==> src/hdl/flash_id_map.vh <==
`ifndef FLASH_ID_MAP_VH
`define FLASH_ID_MAP_VH
// command opcodes
`define OP_RELEASE_SIG 8'hab
`define OP_MAKER_PART 8'h90
`define OP_DUAL_MAKER_PART 8'h92
`define OP_IDENT 8'h9f
`define OP_RESET_ARM 8'h66
`define OP_RESET 8'h99
`define OP_UNIQUE 8'h4b
// address byte selecting output order
`define ADDR_MAKER_FIRST 8'h00
`define ADDR_PART_FIRST 8'h01
// dummy / preamble bytes after the opcode
`define SIG_DUMMY_BYTES 3
`define MP_PRE_BYTES 3
`define DUAL_PRE_BYTES 4
`define UNIQUE_DUMMY_BYTES 4
// delays and clock period in ns
`define RELEASE_DELAY_NS 3000
`define SIG_EXIT_DELAY_NS 1800
`define CLK_PERIOD_NS 10
// bit widths
`define IDENT_BITS 24
`define UNIQUE_BITS 128
`endif

==> src/hdl/pin_sync.v <==
// three-stage synchroniser; change accepted once stages two and three agree
module pin_sync #(
  parameter RESET_VAL = 1'b0
) (
  input wire clk_i,
  input wire rst_i,
  input wire d_i,
  output reg q_o
);
  reg s1_reg;
  reg s2_reg;
  reg s3_reg;

  // shift chain and agreement filter
  always @(posedge clk_i or posedge rst_i) begin
    if (rst_i) begin
      s1_reg <= RESET_VAL;
      s2_reg <= RESET_VAL;
      s3_reg <= RESET_VAL;
      q_o <= RESET_VAL;
    end else begin
      s1_reg <= d_i;
      s2_reg <= s1_reg;
      s3_reg <= s2_reg;
      if (s2_reg == s3_reg) begin
        q_o <= s3_reg;
      end
    end
  end
endmodule // pin_sync

==> src/hdl/delay_timer.v <==
// one-shot down counter; busy_o high while the delay runs
module delay_timer #(
  parameter WIDTH = 12
) (
  input wire clk_i,
  input wire rst_i,
  input wire start_i,
  input wire [WIDTH-1:0] count_i,
  output wire busy_o
);
  reg [WIDTH-1:0] cnt_reg;

  // load on start, count down to zero
  always @(posedge clk_i or posedge rst_i) begin
    if (rst_i) begin
      cnt_reg <= {WIDTH{1'b0}};
    end else if (start_i) begin
      cnt_reg <= count_i;
    end else if (cnt_reg != {WIDTH{1'b0}}) begin
      cnt_reg <= cnt_reg - {{(WIDTH-1){1'b0}}, 1'b1};
    end
  end

  assign busy_o = (cnt_reg != {WIDTH{1'b0}});
endmodule // delay_timer

==> src/hdl/flash_id_powerdown_reset_cmds.v <==
// Functional notes
// - in deep power-down only the release/signature opcode is acted on
// - release-only from power-down: after select rises, commands refused for release delay
// - signature read: opcode, three dummy bytes, then device id msb first
// - device id repeats while select stays low
// - signature read outside power-down returns to standby at once
// - from power-down, standby follows the signature exit delay
// - release/signature returns the 8-bit device id unless a busy cycle or a running delay refuses it
// - release/signature ignored while erase/program/status-write runs
// - 90h: two dummy bytes, address byte, then maker and part ids
// - address 00h gives maker id first, 01h gives part id first
// - maker and part ids alternate while select stays low
// - 92h: dual-line preamble with mode byte, ids out on two lines
// - 9fh: 24 bits out, maker, memory type, capacity
// - identification read ignored while erase or program runs
// - select rising ends identification read, device back to standby
// - 99h right after 66h resets volatile state to power-on defaults
// - any other command after 66h disarms the reset
// - software reset aborts a running program or erase
// - 4bh: four dummy bytes, then the 128-bit unique number
// - opcode and address bits sampled on rising serial clock
`include "flash_id_map.vh"
module flash_id_powerdown_reset_cmds #(
  parameter [7:0] MAKER_ID = 8'h5a, // arbitrary value
  parameter [7:0] PART_ID = 8'h12, // arbitrary value
  parameter [7:0] MEM_TYPE = 8'h60, // arbitrary value
  parameter [7:0] CAPACITY = 8'h12, // arbitrary value
  // factory number: arbitrary value
  parameter [127:0] UNIQUE_NUM = 128'h0123456789abcdeffedcba9876543210,
  parameter RELEASE_DELAY_NS = `RELEASE_DELAY_NS,
  parameter SIG_EXIT_DELAY_NS = `SIG_EXIT_DELAY_NS
) (
  input wire clk_i,
  input wire rst_i,
  input wire select_n_i,
  input wire sclk_i,
  input wire data_line_0_i,
  output reg data_line_0_o,
  output reg data_line_0_oe_o,
  input wire data_line_1_i,
  output reg data_line_1_o,
  output reg data_line_1_oe_o,
  input wire cycle_busy_i,
  input wire status_write_busy_i,
  input wire powerdown_enter_i,
  output reg powerdown_o,
  output wire standby_o,
  output reg soft_reset_o
);
  // clock period comes from the map header; a new clock needs it changed
  // cycles derived from delays: longest-time style values round up here
  // because the device must not accept commands early
  localparam REL_CYC = (RELEASE_DELAY_NS + `CLK_PERIOD_NS - 1)
    / `CLK_PERIOD_NS;
  localparam EXIT_CYC = (SIG_EXIT_DELAY_NS + `CLK_PERIOD_NS - 1)
    / `CLK_PERIOD_NS;

  // states; ST_IGNORE swallows the rest of a refused or finished command
  // and drives nothing until select rises
  localparam [2:0] ST_OPCODE = 3'd0;
  localparam [2:0] ST_PRE = 3'd1;
  localparam [2:0] ST_OUT = 3'd2;
  localparam [2:0] ST_IGNORE = 3'd3;
  // output kinds
  localparam [2:0] K_SIG = 3'd0;
  localparam [2:0] K_MP = 3'd1;
  localparam [2:0] K_DUAL = 3'd2;
  localparam [2:0] K_IDENT = 3'd3;
  localparam [2:0] K_UNIQUE = 3'd4;

  wire sel_n;
  wire sclk;
  wire d0;
  wire d1;
  wire timer_busy;

  // every pin crosses into the clock domain through three flops and a filtered output flop;
  // select resets high and clock low, their idle levels;
  // the sampled serial clock must stay below one eighth of clk_i
  pin_sync #(.RESET_VAL(1'b1)) u_sel (
    .clk_i(clk_i),
    .rst_i(rst_i),
    .d_i(select_n_i),
    .q_o(sel_n)
  );
  pin_sync #(.RESET_VAL(1'b0)) u_sclk (
    .clk_i(clk_i),
    .rst_i(rst_i),
    .d_i(sclk_i),
    .q_o(sclk)
  );
  pin_sync #(.RESET_VAL(1'b0)) u_d0 (
    .clk_i(clk_i),
    .rst_i(rst_i),
    .d_i(data_line_0_i),
    .q_o(d0)
  );
  pin_sync #(.RESET_VAL(1'b0)) u_d1 (
    .clk_i(clk_i),
    .rst_i(rst_i),
    .d_i(data_line_1_i),
    .q_o(d1)
  );

  // decoder state; counters restart whenever select is high
  // swap_reg holds the pair order, armed_reg the reset enable
  // was_pd_reg remembers power-down at the release opcode
  reg sclk_d_reg;
  reg sel_n_d_reg;
  reg [2:0] state_reg;
  reg [2:0] kind_reg;
  reg [7:0] shift_reg;
  reg [2:0] bit_cnt_reg;
  reg [2:0] byte_cnt_reg;
  reg [7:0] addr_reg;
  reg [6:0] out_idx_reg;
  reg swap_reg;
  reg armed_reg;
  reg armed_hit_reg;
  reg release_seen_reg;
  reg was_pd_reg;
  reg timer_start_reg;
  reg [11:0] timer_count_reg;

  // edges of the synchronised pins, one clk_i cycle wide; data pins
  // pass the same chain, so they line up with their clock edge
  wire sclk_rise = sclk & ~sclk_d_reg;
  wire sclk_fall = ~sclk & sclk_d_reg;
  wire sel_rise = sel_n & ~sel_n_d_reg;
  wire dual_in = (state_reg == ST_PRE) && (kind_reg == K_DUAL);
  wire [7:0] byte_in = dual_in ? {shift_reg[5:0], d1, d0}
    : {shift_reg[6:0], d0};
  wire [2:0] step = dual_in ? 3'd2 : 3'd1;
  wire byte_done = dual_in ? (bit_cnt_reg == 3'd6)
    : (bit_cnt_reg == 3'd7);
  wire [7:0] ident_byte = (out_idx_reg[6:3] == 4'd0) ? MAKER_ID
    : (out_idx_reg[6:3] == 4'd1) ? MEM_TYPE : CAPACITY;
  // a pending timer load also holds standby off, otherwise standby
  // would flash high for one cycle between release and timer start
  assign standby_o = sel_n & ~timer_busy & ~timer_start_reg & ~powerdown_o;

  // id byte of an alternating pair; odd byte index flips the choice
  function [7:0] pair_byte;
    input sw;
    input odd;
    begin
      pair_byte = (sw ^ odd) ? PART_ID : MAKER_ID;
    end
  endfunction

  // current bytes of the alternating pair, single and dual line
  wire [7:0] mp_byte = pair_byte(swap_reg, out_idx_reg[3]);
  wire [7:0] dual_byte = pair_byte(swap_reg, out_idx_reg[2]);

  // release and exit delays; opcodes are refused while it runs
  delay_timer #(.WIDTH(12)) u_timer (
    .clk_i(clk_i),
    .rst_i(rst_i),
    .start_i(timer_start_reg),
    .count_i(timer_count_reg),
    .busy_o(timer_busy)
  );

  // edge history; reset values match the idle pin levels
  // so no false edge follows reset
  always @(posedge clk_i or posedge rst_i) begin
    if (rst_i) begin
      sclk_d_reg <= 1'b0;
      sel_n_d_reg <= 1'b1;
    end else begin
      sclk_d_reg <= sclk;
      sel_n_d_reg <= sel_n;
    end
  end

  // command decode, preamble count and output shifting
  // the opcode byte decides the state; refused opcodes park in the
  // ignore state until select rises
  always @(posedge clk_i or posedge rst_i) begin
    if (rst_i) begin
      state_reg <= ST_OPCODE;
      kind_reg <= K_SIG;
      shift_reg <= 8'h00;
      bit_cnt_reg <= 3'd0;
      byte_cnt_reg <= 3'd0;
      addr_reg <= 8'h00;
      out_idx_reg <= 7'd0;
      swap_reg <= 1'b0;
      armed_reg <= 1'b0;
      armed_hit_reg <= 1'b0;
      release_seen_reg <= 1'b0;
      was_pd_reg <= 1'b0;
      powerdown_o <= 1'b0;
      soft_reset_o <= 1'b0;
      timer_start_reg <= 1'b0;
      timer_count_reg <= 12'd0;
      data_line_0_o <= 1'b0;
      data_line_0_oe_o <= 1'b0;
      data_line_1_o <= 1'b0;
      data_line_1_oe_o <= 1'b0;
    end else begin
      timer_start_reg <= 1'b0;
      soft_reset_o <= 1'b0;
      if (sel_n) begin
        // deselected: end any command, go toward standby
        state_reg <= ST_OPCODE;
        bit_cnt_reg <= 3'd0;
        byte_cnt_reg <= 3'd0;
        out_idx_reg <= 7'd0;
        data_line_0_oe_o <= 1'b0;
        data_line_1_oe_o <= 1'b0;
        // a release from power-down starts the delay that refuses
        // opcodes; outside power-down standby follows at once
        if (sel_rise && release_seen_reg) begin
          release_seen_reg <= 1'b0;
          if (was_pd_reg) begin
            timer_start_reg <= 1'b1;
            timer_count_reg <= (kind_reg == K_SIG && state_reg == ST_OUT)
              ? EXIT_CYC[11:0] : REL_CYC[11:0];
            powerdown_o <= 1'b0;
          end // otherwise standby at once
        end
        // reset acts on select rise; a program or erase outside is
        // aborted, volatile state returns to its power-on values
        if (sel_rise && armed_hit_reg) begin
          armed_hit_reg <= 1'b0;
          soft_reset_o <= 1'b1;
          armed_reg <= 1'b0;
          powerdown_o <= 1'b0;
          swap_reg <= 1'b0;
        end
      end else if (sclk_rise && state_reg != ST_OUT
                   && state_reg != ST_IGNORE) begin
        // input bits taken on rising serial clock
        shift_reg <= byte_in;
        bit_cnt_reg <= bit_cnt_reg + step;
        if (byte_done) begin
          bit_cnt_reg <= 3'd0;
          if (state_reg == ST_OPCODE) begin
            // every opcode decides the reset enable afresh
            armed_reg <= (byte_in == `OP_RESET_ARM);
            state_reg <= ST_IGNORE;
            byte_cnt_reg <= 3'd0;
            // refusals first: running delay, then power-down
            if (timer_busy) begin
              state_reg <= ST_IGNORE;
            end else if (powerdown_o && byte_in != `OP_RELEASE_SIG) begin
              state_reg <= ST_IGNORE;
            end else if (byte_in == `OP_RELEASE_SIG) begin
              if (!(cycle_busy_i || status_write_busy_i)) begin
                kind_reg <= K_SIG;
                state_reg <= ST_PRE;
                release_seen_reg <= 1'b1;
                was_pd_reg <= powerdown_o;
              end
            end else if (byte_in == `OP_MAKER_PART) begin
              kind_reg <= K_MP;
              state_reg <= ST_PRE;
            end else if (byte_in == `OP_DUAL_MAKER_PART) begin
              kind_reg <= K_DUAL;
              state_reg <= ST_PRE;
            end else if (byte_in == `OP_IDENT) begin
              if (!cycle_busy_i) begin
                kind_reg <= K_IDENT;
                state_reg <= ST_OUT;
              end
            end else if (byte_in == `OP_UNIQUE) begin
              kind_reg <= K_UNIQUE;
              state_reg <= ST_PRE;
            end else if (byte_in == `OP_RESET && armed_reg) begin
              armed_hit_reg <= 1'b1;
            end
          end else begin
            byte_cnt_reg <= byte_cnt_reg + 3'd1;
            if (byte_cnt_reg == 3'd2) begin
              addr_reg <= byte_in;
            end
            // last preamble byte: switch to output, latch pair order
            if ((kind_reg == K_SIG
                 && byte_cnt_reg == `SIG_DUMMY_BYTES - 1)
                || (kind_reg == K_MP
                 && byte_cnt_reg == `MP_PRE_BYTES - 1)
                || (kind_reg == K_DUAL
                 && byte_cnt_reg == `DUAL_PRE_BYTES - 1)
                || (kind_reg == K_UNIQUE
                 && byte_cnt_reg == `UNIQUE_DUMMY_BYTES - 1)) begin
              state_reg <= ST_OUT;
              out_idx_reg <= 7'd0;
              if (kind_reg == K_MP) begin
                swap_reg <= (byte_in == `ADDR_PART_FIRST);
              end else if (kind_reg == K_DUAL) begin
                swap_reg <= (addr_reg == `ADDR_PART_FIRST);
              end
            end
          end
        end
      end else if (sclk_fall && state_reg == ST_OUT) begin
        // output bits change on falling serial clock, msb first
        // line 1 enable, and line 0 enable for dual only, rise with the first bit and hold until select rises
        out_idx_reg <= out_idx_reg + 7'd1;
        data_line_0_oe_o <= (kind_reg == K_DUAL);
        data_line_1_oe_o <= 1'b1;
        case (kind_reg)
          K_SIG: begin
            // signature: the part id repeats every eight bits
            data_line_1_o <= PART_ID[3'd7 - out_idx_reg[2:0]];
          end
          K_MP: begin
            data_line_1_o <= mp_byte[3'd7 - out_idx_reg[2:0]];
          end
          K_DUAL: begin
            // line 1 carries the high bit of each pair
            data_line_1_o <=
              dual_byte[3'd7 - {out_idx_reg[1:0], 1'b0}];
            data_line_0_o <=
              dual_byte[3'd6 - {out_idx_reg[1:0], 1'b0}];
          end
          K_IDENT: begin
            if (out_idx_reg < `IDENT_BITS) begin
              data_line_1_o <= ident_byte[3'd7 - out_idx_reg[2:0]];
            end else begin
              // after 24 bits the line idles low until select rises
              out_idx_reg <= out_idx_reg;
              data_line_1_o <= 1'b0;
            end
          end
          default: begin
            // 128-bit number, msb first like the other ids
            data_line_1_o <= UNIQUE_NUM[7'd127 - out_idx_reg];
          end
        endcase
      end
      // entry placed last so it wins over a release in the same cycle
      if (powerdown_enter_i) begin
        powerdown_o <= 1'b1;
      end
    end
  end
endmodule // flash_id_powerdown_reset_cmds

==> config.mk <==
export PLATFORM = sky130hd
export DESIGN_NAME = flash_id_powerdown_reset_cmds
export DESIGN_NICKNAME = d
export VERILOG_FILES = /design/src/hdl/pin_sync.v /design/src/hdl/delay_timer.v /design/src/hdl/flash_id_powerdown_reset_cmds.v
export VERILOG_INCLUDE_DIRS = /design/src /design/src/hdl
export SDC_FILE = /design/constraint.sdc
export NUM_CORES = 1
export LEC_CHECK = 0
export ABC_CLOCK_PERIOD_IN_PS = 4900
export BUFFER_PORTS_ARGS = -buffer_cell sky130_fd_sc_hd__buf_2
export CORE_ASPECT_RATIO = 1.75
export CORE_MARGIN = 1
export CORE_UTILIZATION = 35
export DETAILED_ROUTE_END_ITERATION = 10
export SYNTH_ARGS = -nofsm -noshare
export SYNTH_HDL_FRONTEND = slang
export SYNTH_SLANG_ARGS = --single-unit
==> constraint.sdc <==
create_clock -name clk_i -period 4.9 [get_ports clk_i]
set_input_delay 0.98 -clock clk_i [delete_from_list [all_inputs] [get_ports clk_i]]
set_output_delay 0.98 -clock clk_i [all_outputs]
set_load 0.02 [all_outputs]
After elaboration in Yosys (flattened, before gate mapping). Memory sizes are Yosys's and may differ from the RTL's. Index checks and enable logic that the tools add are counted.

$add $sub $neg: 8. Order comparisons: 5. Equality and inequality tests: 45. Multiplexer cells: 107. Bitwise gates (word level): 19. Reductions and logical operators: 52.

Operator list (number): two-way mux 7 bit (12); two-way mux 3 bit (25); two-way mux 1 bit (58); == test 8 bit (second input constant) (5); two-way mux 12 bit (2); != test 2 x 1 -> 1 bit (second input constant) (10); nonzero test 2 bit (9); == test 8 x 1 -> 1 bit (second input constant) (2); == test 8 x 7 -> 1 bit (second input constant) (2); AND reduction 8 bit (2); == test 3 x 2 -> 1 bit (second input constant) (5); nonzero test 3 bit (5); logical AND 1 bit (13); binary-select mux 1 bit (select 3 bit) (4); < comparator 3 x 4 -> 1 bit (second input constant) (3); != test 3 x 2 -> 1 bit (second input constant) (4); AND reduction 12 bit (1); AND reduction 3 bit (4); nonzero test 12 bit (1); subtractor 12 x 1 -> 12 bit (second input constant) (1); NOT 1 bit (11); AND reduction 5 bit (2); == test 3 bit (second input constant) (3); two-way mux 9 bit (1); other kinds (28) (51).

Register bits after elaboration: 88. Memory bits (read-only): 136. Input bits: 9. Memories: 2.

Memories: (no name shown) (words 128, width 1, read ports 1, clocked after memory_dff 0, wr ports 0, RTL line flash_id_powerdown_reset_cmds.v:329) `data_line_1_o <= UNIQUE_NUM[7'd127 - out_idx_reg];`; (no name shown) (words 8, width 1, read ports 1, clocked after memory_dff 0, wr ports 0, RTL line flash_id_powerdown_reset_cmds.v:306) `data_line_1_o <= PART_ID[3'd7 - out_idx_reg[2:0]];`.

Depth between registers and ports, before layout. Gate-level depths: netlist (run 1).

Depth in word-level cells: 17. Gate-level depth with buffers: 14.

By module. Synthesis (run 1) repeated with hierarchy kept, for this count alone.

Cells, all modules: 460. Area total of the unflattened synthesis: 4424.2 um2.

By module, submodules not included: flash_id_powerdown_reset_cmds (times used 1, cells an instance 367, area each 3263.1 um2, sequential area each 1252.5 um2); delay_timer (times used 1, cells an instance 69, area each 695.7 um2, sequential area each 300.3 um2); pin_sync at u_d0 ... (times used 3, cells an instance 6, area each 115.1 um2, sequential area each 100.1 um2); pin_sync at u_sel (times used 1, cells an instance 6, area each 120.1 um2, sequential area each 105.1 um2).

Worst setup path before layout (run 1). OpenSTA, ideal clock, no wires.

Kind: register to register. Start point: register kind_reg[2]. End point: register kind_reg[1]. Library setup time: 0.125 ns. Arrival: 3.153 ns. Required time: 4.775 ns. Setup slack: 1.622 ns. Cell stages (with the launch flop): 15. Buffers on the path: 4. Clock period less this slack: 3.278 ns. Path through: dfrtp_1 -> buf_6 -> or3b_1 -> buf_6 -> nor2_8 -> inv_1 -> buf_2 -> ha_1 -> nand3b_1 -> or2_2 -> buf_2 -> nor3_4 -> o311a_4 -> o211a_2 -> mux2_4.

Longest elaborated chain between the ends: 8. Elaborated cells between the ends (all ways): 20. Those cells by class: eq/ne: 9; mux: 6; bitwise: 1; reduce/logical: 4.

RTL lines: start: declaration (RTL line flash_id_powerdown_reset_cmds.v:111) `reg [2:0] kind_reg;`; start signal: assignment (RTL line flash_id_powerdown_reset_cmds.v:182) `kind_reg <= K_SIG;`; start signal: assignment (RTL line flash_id_powerdown_reset_cmds.v:251) `kind_reg <= K_SIG;`; start signal: assignment (RTL line flash_id_powerdown_reset_cmds.v:257) `kind_reg <= K_MP;`; == test 3 x 2 -> 1 bit (*) (RTL line flash_id_powerdown_reset_cmds.v:130) `wire dual_in = (state_reg == ST_PRE) && (kind_reg == K_DUAL);`; logical AND 1 bit (*) (RTL line flash_id_powerdown_reset_cmds.v:130); two-way mux 8 bit (RTL line flash_id_powerdown_reset_cmds.v:131) `wire [7:0] byte_in = dual_in ? {shift_reg[5:0], d1, d0}`; == test 8 bit (no source line); two-way mux 3 bit (RTL line flash_id_powerdown_reset_cmds.v:262) `` end else if (byte_in == `OP_IDENT) begin ``; two-way mux 3 bit (RTL line flash_id_powerdown_reset_cmds.v:259) `` end else if (byte_in == `OP_DUAL_MAKER_PART) begin ``; two-way mux 3 bit (RTL line flash_id_powerdown_reset_cmds.v:256) `` end else if (byte_in == `OP_MAKER_PART) begin ``; two-way mux 3 bit (RTL line flash_id_powerdown_reset_cmds.v:249) `` end else if (byte_in == `OP_RELEASE_SIG) begin ``.

Mark *: on every way between the ends. The rest lies on a longest branch, timed or not. A chain may end at the register's enable or synchronous reset.

Worst setup path in the final report (run 1).
Start point: register kind_reg[1]. End point: register addr_reg[0].

Longest elaborated chain between the ends: 4.

RTL lines: == test 3 x 2 -> 1 bit (RTL line flash_id_powerdown_reset_cmds.v:130); logical AND 1 bit (RTL line flash_id_powerdown_reset_cmds.v:130); two-way mux 1 bit (RTL line flash_id_powerdown_reset_cmds.v:134) `wire byte_done = dual_in ? (bit_cnt_reg == 3'd6)`; AND reduction 5 bit (no source line); end signal: assignment (RTL line flash_id_powerdown_reset_cmds.v:276) `addr_reg <= byte_in;`; end: declaration (RTL line flash_id_powerdown_reset_cmds.v:115) `reg [7:0] addr_reg;`.

No other way between the ends.

==> qor.yml, run 1 <==
postRouteAntennaNets: 0
maxCapViolCount: 0
synth_most_common_cell: "dfrtp_1"
first_iter_violations: 186
wl_per_cell_um: 16.4
combPwrFrac_pct: 13.0
layout.cells.non_filler: 631
fp-row-count: 54
cts.sinks: 78
worstSetupPathType: "reg -> reg"
drc: 0
pre_cts_slack_ns: 1.11
setup_viol: 0
core_um2: 12400
grt_start_max_net_pins: 52
synth-edff-count: 0
required_ns: 5.12
grt_usage_pct: 17.2
synth_seq_cells: 78
vdd_drop_max_uv: 209
numCtsBuffers: 9
slew-limit-headroom_pct: 27.0
p_int_uw: 1180
area_growth_pct: 10.4
cts_tree: "built"
synth_top_area_share_pct: 41.3
fin_skew_ns: 0.00730
synth_seq_area_share_pct: 44.3
final_util_pct: 39.5
largest_register_ffs: 12
htreeDepth: 3
min_period_ns: 3.82
p_sw_share_pct: 30.1
drv_slew: 0
synth_cells: 461
yosysTopAreaCell: "dfrtp_1"
syn_area_um2: 4420
cts.clk_slew.worst_paths_ns: 0.07
async_reset_ff_share_pct: 100
synth-main-ff-cell: "dfrtp_1"
ctsLongestPathBuffers: 2
start_util_pct: 35.8
seqPwrFrac_pct: 46.7
gr-total-overflow: 0
tns_ns: 0
cts.hold.buffers_added: 0
ys_top_cells_by_area: "dfrtp_1 41%, a21oi_1 4.2%, ha_1 4.0%"
cp_max_fo: 15
nFillCells: 1211
finalHoldViolCount: 0
grt_pass1_vias: 3326
power_density_nw_per_um2: 347
netlist_top_cells_count: "73 x dfrtp_1, 42 x nor2_1, 37 x a21oi_1"
endpoint_kind: "register"
nets: 481
drive_gt1_share_pct: 13.6
synth.distinct_cells: 76
clk_latency_ns: 0.34
synth_area_per_cell_um2: 9.59
clock.fmax_mhz: 261
cp.arrival_ns: 4.05
clkPwrFrac_pct: 40.3
vias_per_cell: 5.48
wl_um: 10400
io_pins: 16
placed_cell_area_um2: 4570
die_h_um: 151
status: "complete, no violations"
dp_hpwl_um: 7550
vias: 3455
cts_resized: 0
antenna_found_initial: 0
synth_fp_nets: 484
io_buffers: 15
dp_cells: 615
post_cts_buffers: 0
min_period_over_period_pct: 78.1
drt_pass1_iterations: 4
worst_pin_slew_ns: 1.09
clockRootBuffer: "clkbuf_16"
switching_power_uw: 510
finish.instance_area_um2: 4880
p_leak_uw: 0.00206
die_w_um: 87.0
ys_warn_count: 0
grt_pass1_wl_um: 17000
rsz0062_at_grt: "false"
fin_ws_ns: 1.08
die_area_um2: 13100
worst_setup_path_start_kind: "register"
n_antenna_cell: 0
place.gp.congestion: 0.923
hold_class: "reg -> reg"
-- cells in the final DEF (no fill, tap or decap), types with 3 or more instances in the layout --
master / instances
clkbuf_16: 9
a311oi_1: 4
or2_2: 3
nor2_1: 42
and2_1: 3
nor4_1: 3
a21oi_1: 37
mux2_2: 4
buf_2: 15
and3_1: 5
nand2_1: 28
o21ai_0: 30
clkinvlp_4: 3
a211oi_1: 7
maj3_1: 4
dfstp_2: 5
inv_1: 18
nand2b_1: 9
a211o_1: 5
mux2i_1: 8
ha_1: 14
xor2_1: 5
o31ai_1: 6
nand3b_1: 6
nor3_1: 16
nand3_1: 15
xnor2_1: 6
nor2b_1: 7
dfrtp_1: 73
a32o_1: 3
a31oi_1: 3
-- metrics by stage --
step	hold WS, ns	total power (uW)
2_1_floorplan	0.331	946
3_3_place_gp	0.333	1020
3_5_place_dp	0.335	1020
4_1_cts	0.349	1710
5_1_grt	0.351	1770
6_report	0.347	1690
-- cell families after synthesis --
logic type / after synthesis / share of synthesized area [%]
buf+inv: 50 / 4.92
fa+ha+maj: 18 / 4.87
mux: 15 / 3.79
simple gates: 163 / 20.7
compound gates: 126 / 19.2
flops: 78 / 44.3
xor+xnor: 11 / 2.18
-- path summary, 6_finish.rpt --
path	startpoint	cells after the start	slack, ns	endpoint
max in group asynchronous	rst_i	3	3.21	out_idx_reg[2]
worst min register to register	u_d0.s1_reg	0	0.35	u_d0.s2_reg
worst max-delay path	kind_reg[1]	8	1.08	addr_reg[0]
worst max register to register	kind_reg[1]	8	1.08	addr_reg[0]
min in group asynchronous	rst_i	2	0.79	u_sclk.s1_reg
worst min-delay path	u_d0.s1_reg	0	0.35	u_d0.s2_reg
-- power by group through the flow --
| stage | clock network [uW] | registers (uW) | logic [uW] |
|---|---|---|---|
| 4_1_cts | 701 | 787 | 222 |
| 2_1_floorplan | 0 | 729 | 218 |
| 5_1_grt | 723 | 799 | 244 |
| 3_3_place_gp | 0 | 796 | 220 |
| 6_report | 682 | 790 | 220 |
| 3_5_place_dp | 0 | 798 | 221 |
-- cell type report --
class	instances	area, um^2	area share [%]
sequential	78	1960	40.1
multi-input combinational	333	2250	46.0
tap	168	210	4.31
timing repair buffer	16	82.6	1.69
clock buffer	9	225	4.61
inverter	20	76.3	1.56
clock inverter	7	81.3	1.67
-- critical path, stage by stage, from the launching register on --
cell and delay, ns:
dfrtp_1 0.50, or3b_1 0.62, nor2_8 0.26, inv_1 0.22, ha_1 0.37, nand3b_1 0.19, or2_2 0.45, nor4_4 0.69
mux2_2 0.41
-- routing by layer --
metal | wire length, um | track usage (%)
met5 | 0 | 0
met2 | 5550 | 30.7
met3 | 271 | 3.13
met4 | 563 | 11.6
met1 | 3990 | 18.1
Note: power is estimated with default switching activity, not from simulation.
==> inputs of run 2 (changes only) <==
--- a/config.mk
+++ b/config.mk
@@ -6,7 +6,7 @@
 export SDC_FILE = /design/constraint.sdc
 export NUM_CORES = 1
 export LEC_CHECK = 0
-export ABC_CLOCK_PERIOD_IN_PS = 4900
+export ABC_CLOCK_PERIOD_IN_PS = 3450
 export BUFFER_PORTS_ARGS = -buffer_cell sky130_fd_sc_hd__buf_2
 export CORE_ASPECT_RATIO = 1.75
 export CORE_MARGIN = 1
==> constraint.sdc (replaced) <==
create_clock -name clk_i -period 3.45 [get_ports clk_i]
set_input_delay 0.69 -clock clk_i [delete_from_list [all_inputs] [get_ports clk_i]]
set_output_delay 0.69 -clock clk_i [all_outputs]
set_load 0.02 [all_outputs]
==> run 2 against run 1 <==
Effect of this change: via count fell by 0.87%; global-route usage is 0.35 points higher; sequential power up 41%; non-clock buffer count up 13; first-iteration DRC count rose by 26%; largest cell class unchanged; power grew 45%; clock-buffer cell count increased by 1; critical path depth up 2; clock power increased by 51%.
==> qor.yml, run 2 (synthesis results as in run 1) <==
status: "complete, no violations"
cts.hold.buffers_added: 0  # unchanged
hold_path_depth: 0  # unchanged
finalHoldViolCount: 0  # unchanged
maxCapViolCount: 0  # unchanged
first_iter_violations: 235  # +26%
drt_pass1_iterations: 4  # unchanged
clockRootBuffer: "clkbuf_16"
gr-total-overflow: 0  # unchanged
grt_pass1_vias: 3549  # +6.7%
min_period_over_period_pct: 90.8  # +13 points
vias_per_cell: 5.32  # -2.9%
min_period_ns: 3.13  # -0.691 ns
mostFrequentLayoutCells: "73 x dfrtp_1, 42 x nor2_1, 37 x a21oi_1"
hold_start: "u_d0.s1_reg"
max_stage_delay_ns: 0.48  # -0.21 ns
power_density_nw_per_um2: 492  # +42%
cp.arrival_ns: 3.35  # -0.70 ns
cp-startpoint: "kind_reg[0]"
worst_pin_slew_ns: 0.859  # -0.233 ns
tns_ns: 0  # unchanged
dp_hpwl_um: 7710  # +2.1%
rsz0062_at_grt: "false"
cts.sinks: 78  # unchanged
htreeDepth: 3  # unchanged
post_cts_buffers: 0  # unchanged
die_area_um2: 13100  # unchanged
core_um2: 12400  # unchanged
die_h_um: 151  # unchanged
required_ns: 3.67  # -1.45 ns
rr_worst_depth: 10  # +2
clkPwrFrac_pct: 41.8  # +1.5 points
cts_tree: "built"
cp_max_fo: 9  # -6
postRouteAntennaNets: 0  # unchanged
grt_usage_pct: 17.6  # +0.35 points
antenna_found_initial: 0  # unchanged
min_to: "u_d0.s2_reg"
drc: 0  # unchanged
ctsLongestPathBuffers: 2  # unchanged
start_util_pct: 35.8  # unchanged
hold_class: "reg -> reg"
nets: 494  # +2.7%
worstSetupPathType: "reg -> reg"
switching_power_uw: 698  # +37%
numCtsBuffers: 9  # unchanged
clk_latency_ns: 0.34  # about the same
reg2reg_to: "kind_reg[1]"
crit_slowest_cell: "or3b_1"
worst_setup_path_start_kind: "register"
reg2reg_from: "kind_reg[0]"
p_leak_uw: 0.00213  # +3.7%
drive_gt1_share_pct: 15.8  # +2.1 points
drv_slew: 0  # unchanged
seqPwrFrac_pct: 45.2  # -1.5 points
grt_start_max_net_pins: 48  # -7.7%
clock.fmax_mhz: 319  # +22%
wl_um: 10500  # +0.72%
cts.clk_slew.worst_paths_ns: 0.06  # about the same
vdd_drop_max_uv: 221  # +5.7%
r2r_setup_slack_ns: 0.32  # -0.76 ns
fin_skew_ns: 0.00489  # -0.00240 ns
crit_chain: "or3b_1 -> nor2_8 -> inv_1 -> ha_1 -> nand3b_1 -> or2_2 -> nor3_4 -> o311a_4 -> o211a_2 -> mux2_4"
combPwrFrac_pct: 13.1  # about the same
fp-row-count: 54  # unchanged
layout_commonest_cell: "dfrtp_1"
cts_resized: 0  # unchanged
area_growth_pct: 12.9
io_pins: 16  # unchanged
p_int_uw: 1760  # +49%
endpoint_kind: "register"
crit_family: "simple AND/OR/NAND/NOR gates"
die_w_um: 87.0  # unchanged
grt_pass1_wl_um: 17700  # +4.3%
slew-limit-headroom_pct: 42.7  # +16 points
wl_per_cell_um: 16.2  # -1.3%
p_sw_share_pct: 28.4  # -1.7 points
io_buffers: 15  # unchanged
setup_viol: 0  # unchanged
vias: 3425  # -0.87%
critPathBufInv: 1  # unchanged
whs_ns: 0.346  # -0.00134 ns
n_antenna_cell: 0  # unchanged
largest_register_ffs: 12  # unchanged
place.gp.congestion: 0.849  # -8.0%
p_total_uw: 2450  # +45%
## run 2: cell types whose count changed in the layout (fill, tap and decap cells not counted), sizes merged
cell | previous run | this run
clkinvlp | 3 | 1
buf | 16 | 29
bufinv | 1 | 2
clkbuf | 9 | 10
## run 2: how the worst max path moves through the flow
| stage | slack [ns] | depth (start not counted) | endpoint |
|---|---|---|---|
| 3_5_place_dp | 0.31 | 10 | kind_reg[1] |
| 3_3_place_gp | 0.38 | 10 | kind_reg[1] |
| 2_1_floorplan | 0.17 | 14 | kind_reg[1] |
| 4_1_cts | 0.30 | 10 | kind_reg[1] |
| 5_1_grt | 0.17 | 10 | kind_reg[1] |
| 6_report | 0.32 | 10 | kind_reg[1] |
## run 2: metal layers
| metal | vias up | track usage (%) | part of all wire (%) |
|---|---|---|---|
| li1 | 1695 | - | - |
| met1 | 1644 | 18.9 | 40 |
| met2 | 55 | 31.8 | 54 |
| met3 | 31 | 3.02 | 2.1 |
| met4 | 0 | 10.3 | 4.6 |
| met5 | - | 0 | 0 |
## run 2: cell type report
type	instances	area (um^2)
well taps	168	210
clock inverters	6	93.8
fillers	1219	7370
clock buffers	10	229
multi-input cells	333	2250
repair buffers	29	180
inverters	20	76.3
flip-flops and latches	78	1960
## run 2: stage by stage
step | instance area (um^2) | util [%] | cells | worst slack [ns]
after floorplan | 4420 | - | 461 | 0.172
after global placement | 4670 | 37.8 | 628 | 0.382
after detailed placement | 4670 | 37.8 | 628 | 0.314
after CTS | 4990 | 40.4 | 644 | 0.301
after global routing | 4990 | 40.4 | 644 | 0.168
final | 4990 | 40.4 | 644 | 0.316
## run 2: worst register-to-register path, delay by kind of cell, from the launching register on
kind,cells,cell delay [ns]
multiplexers,1,0.30
AND/OR/NAND/NOR,5,1.42
flip-flops,1,0.46
adder cells (fa/ha/maj),1,0.30
AO/OA/AOI/OAI,2,0.46
buffers and inverters,1,0.08
## run 2: power groups by stage
stage | sequential (uW) | clock [uW] | combinational (uW)
final | 1110 | 1030 | 321
after global routing | 1130 | 1090 | 360
after CTS | 1110 | 1060 | 324
after detailed placement | 1120 | 0 | 321
after global placement | 1120 | 0 | 315
after floorplan | 1040 | 0 | 309
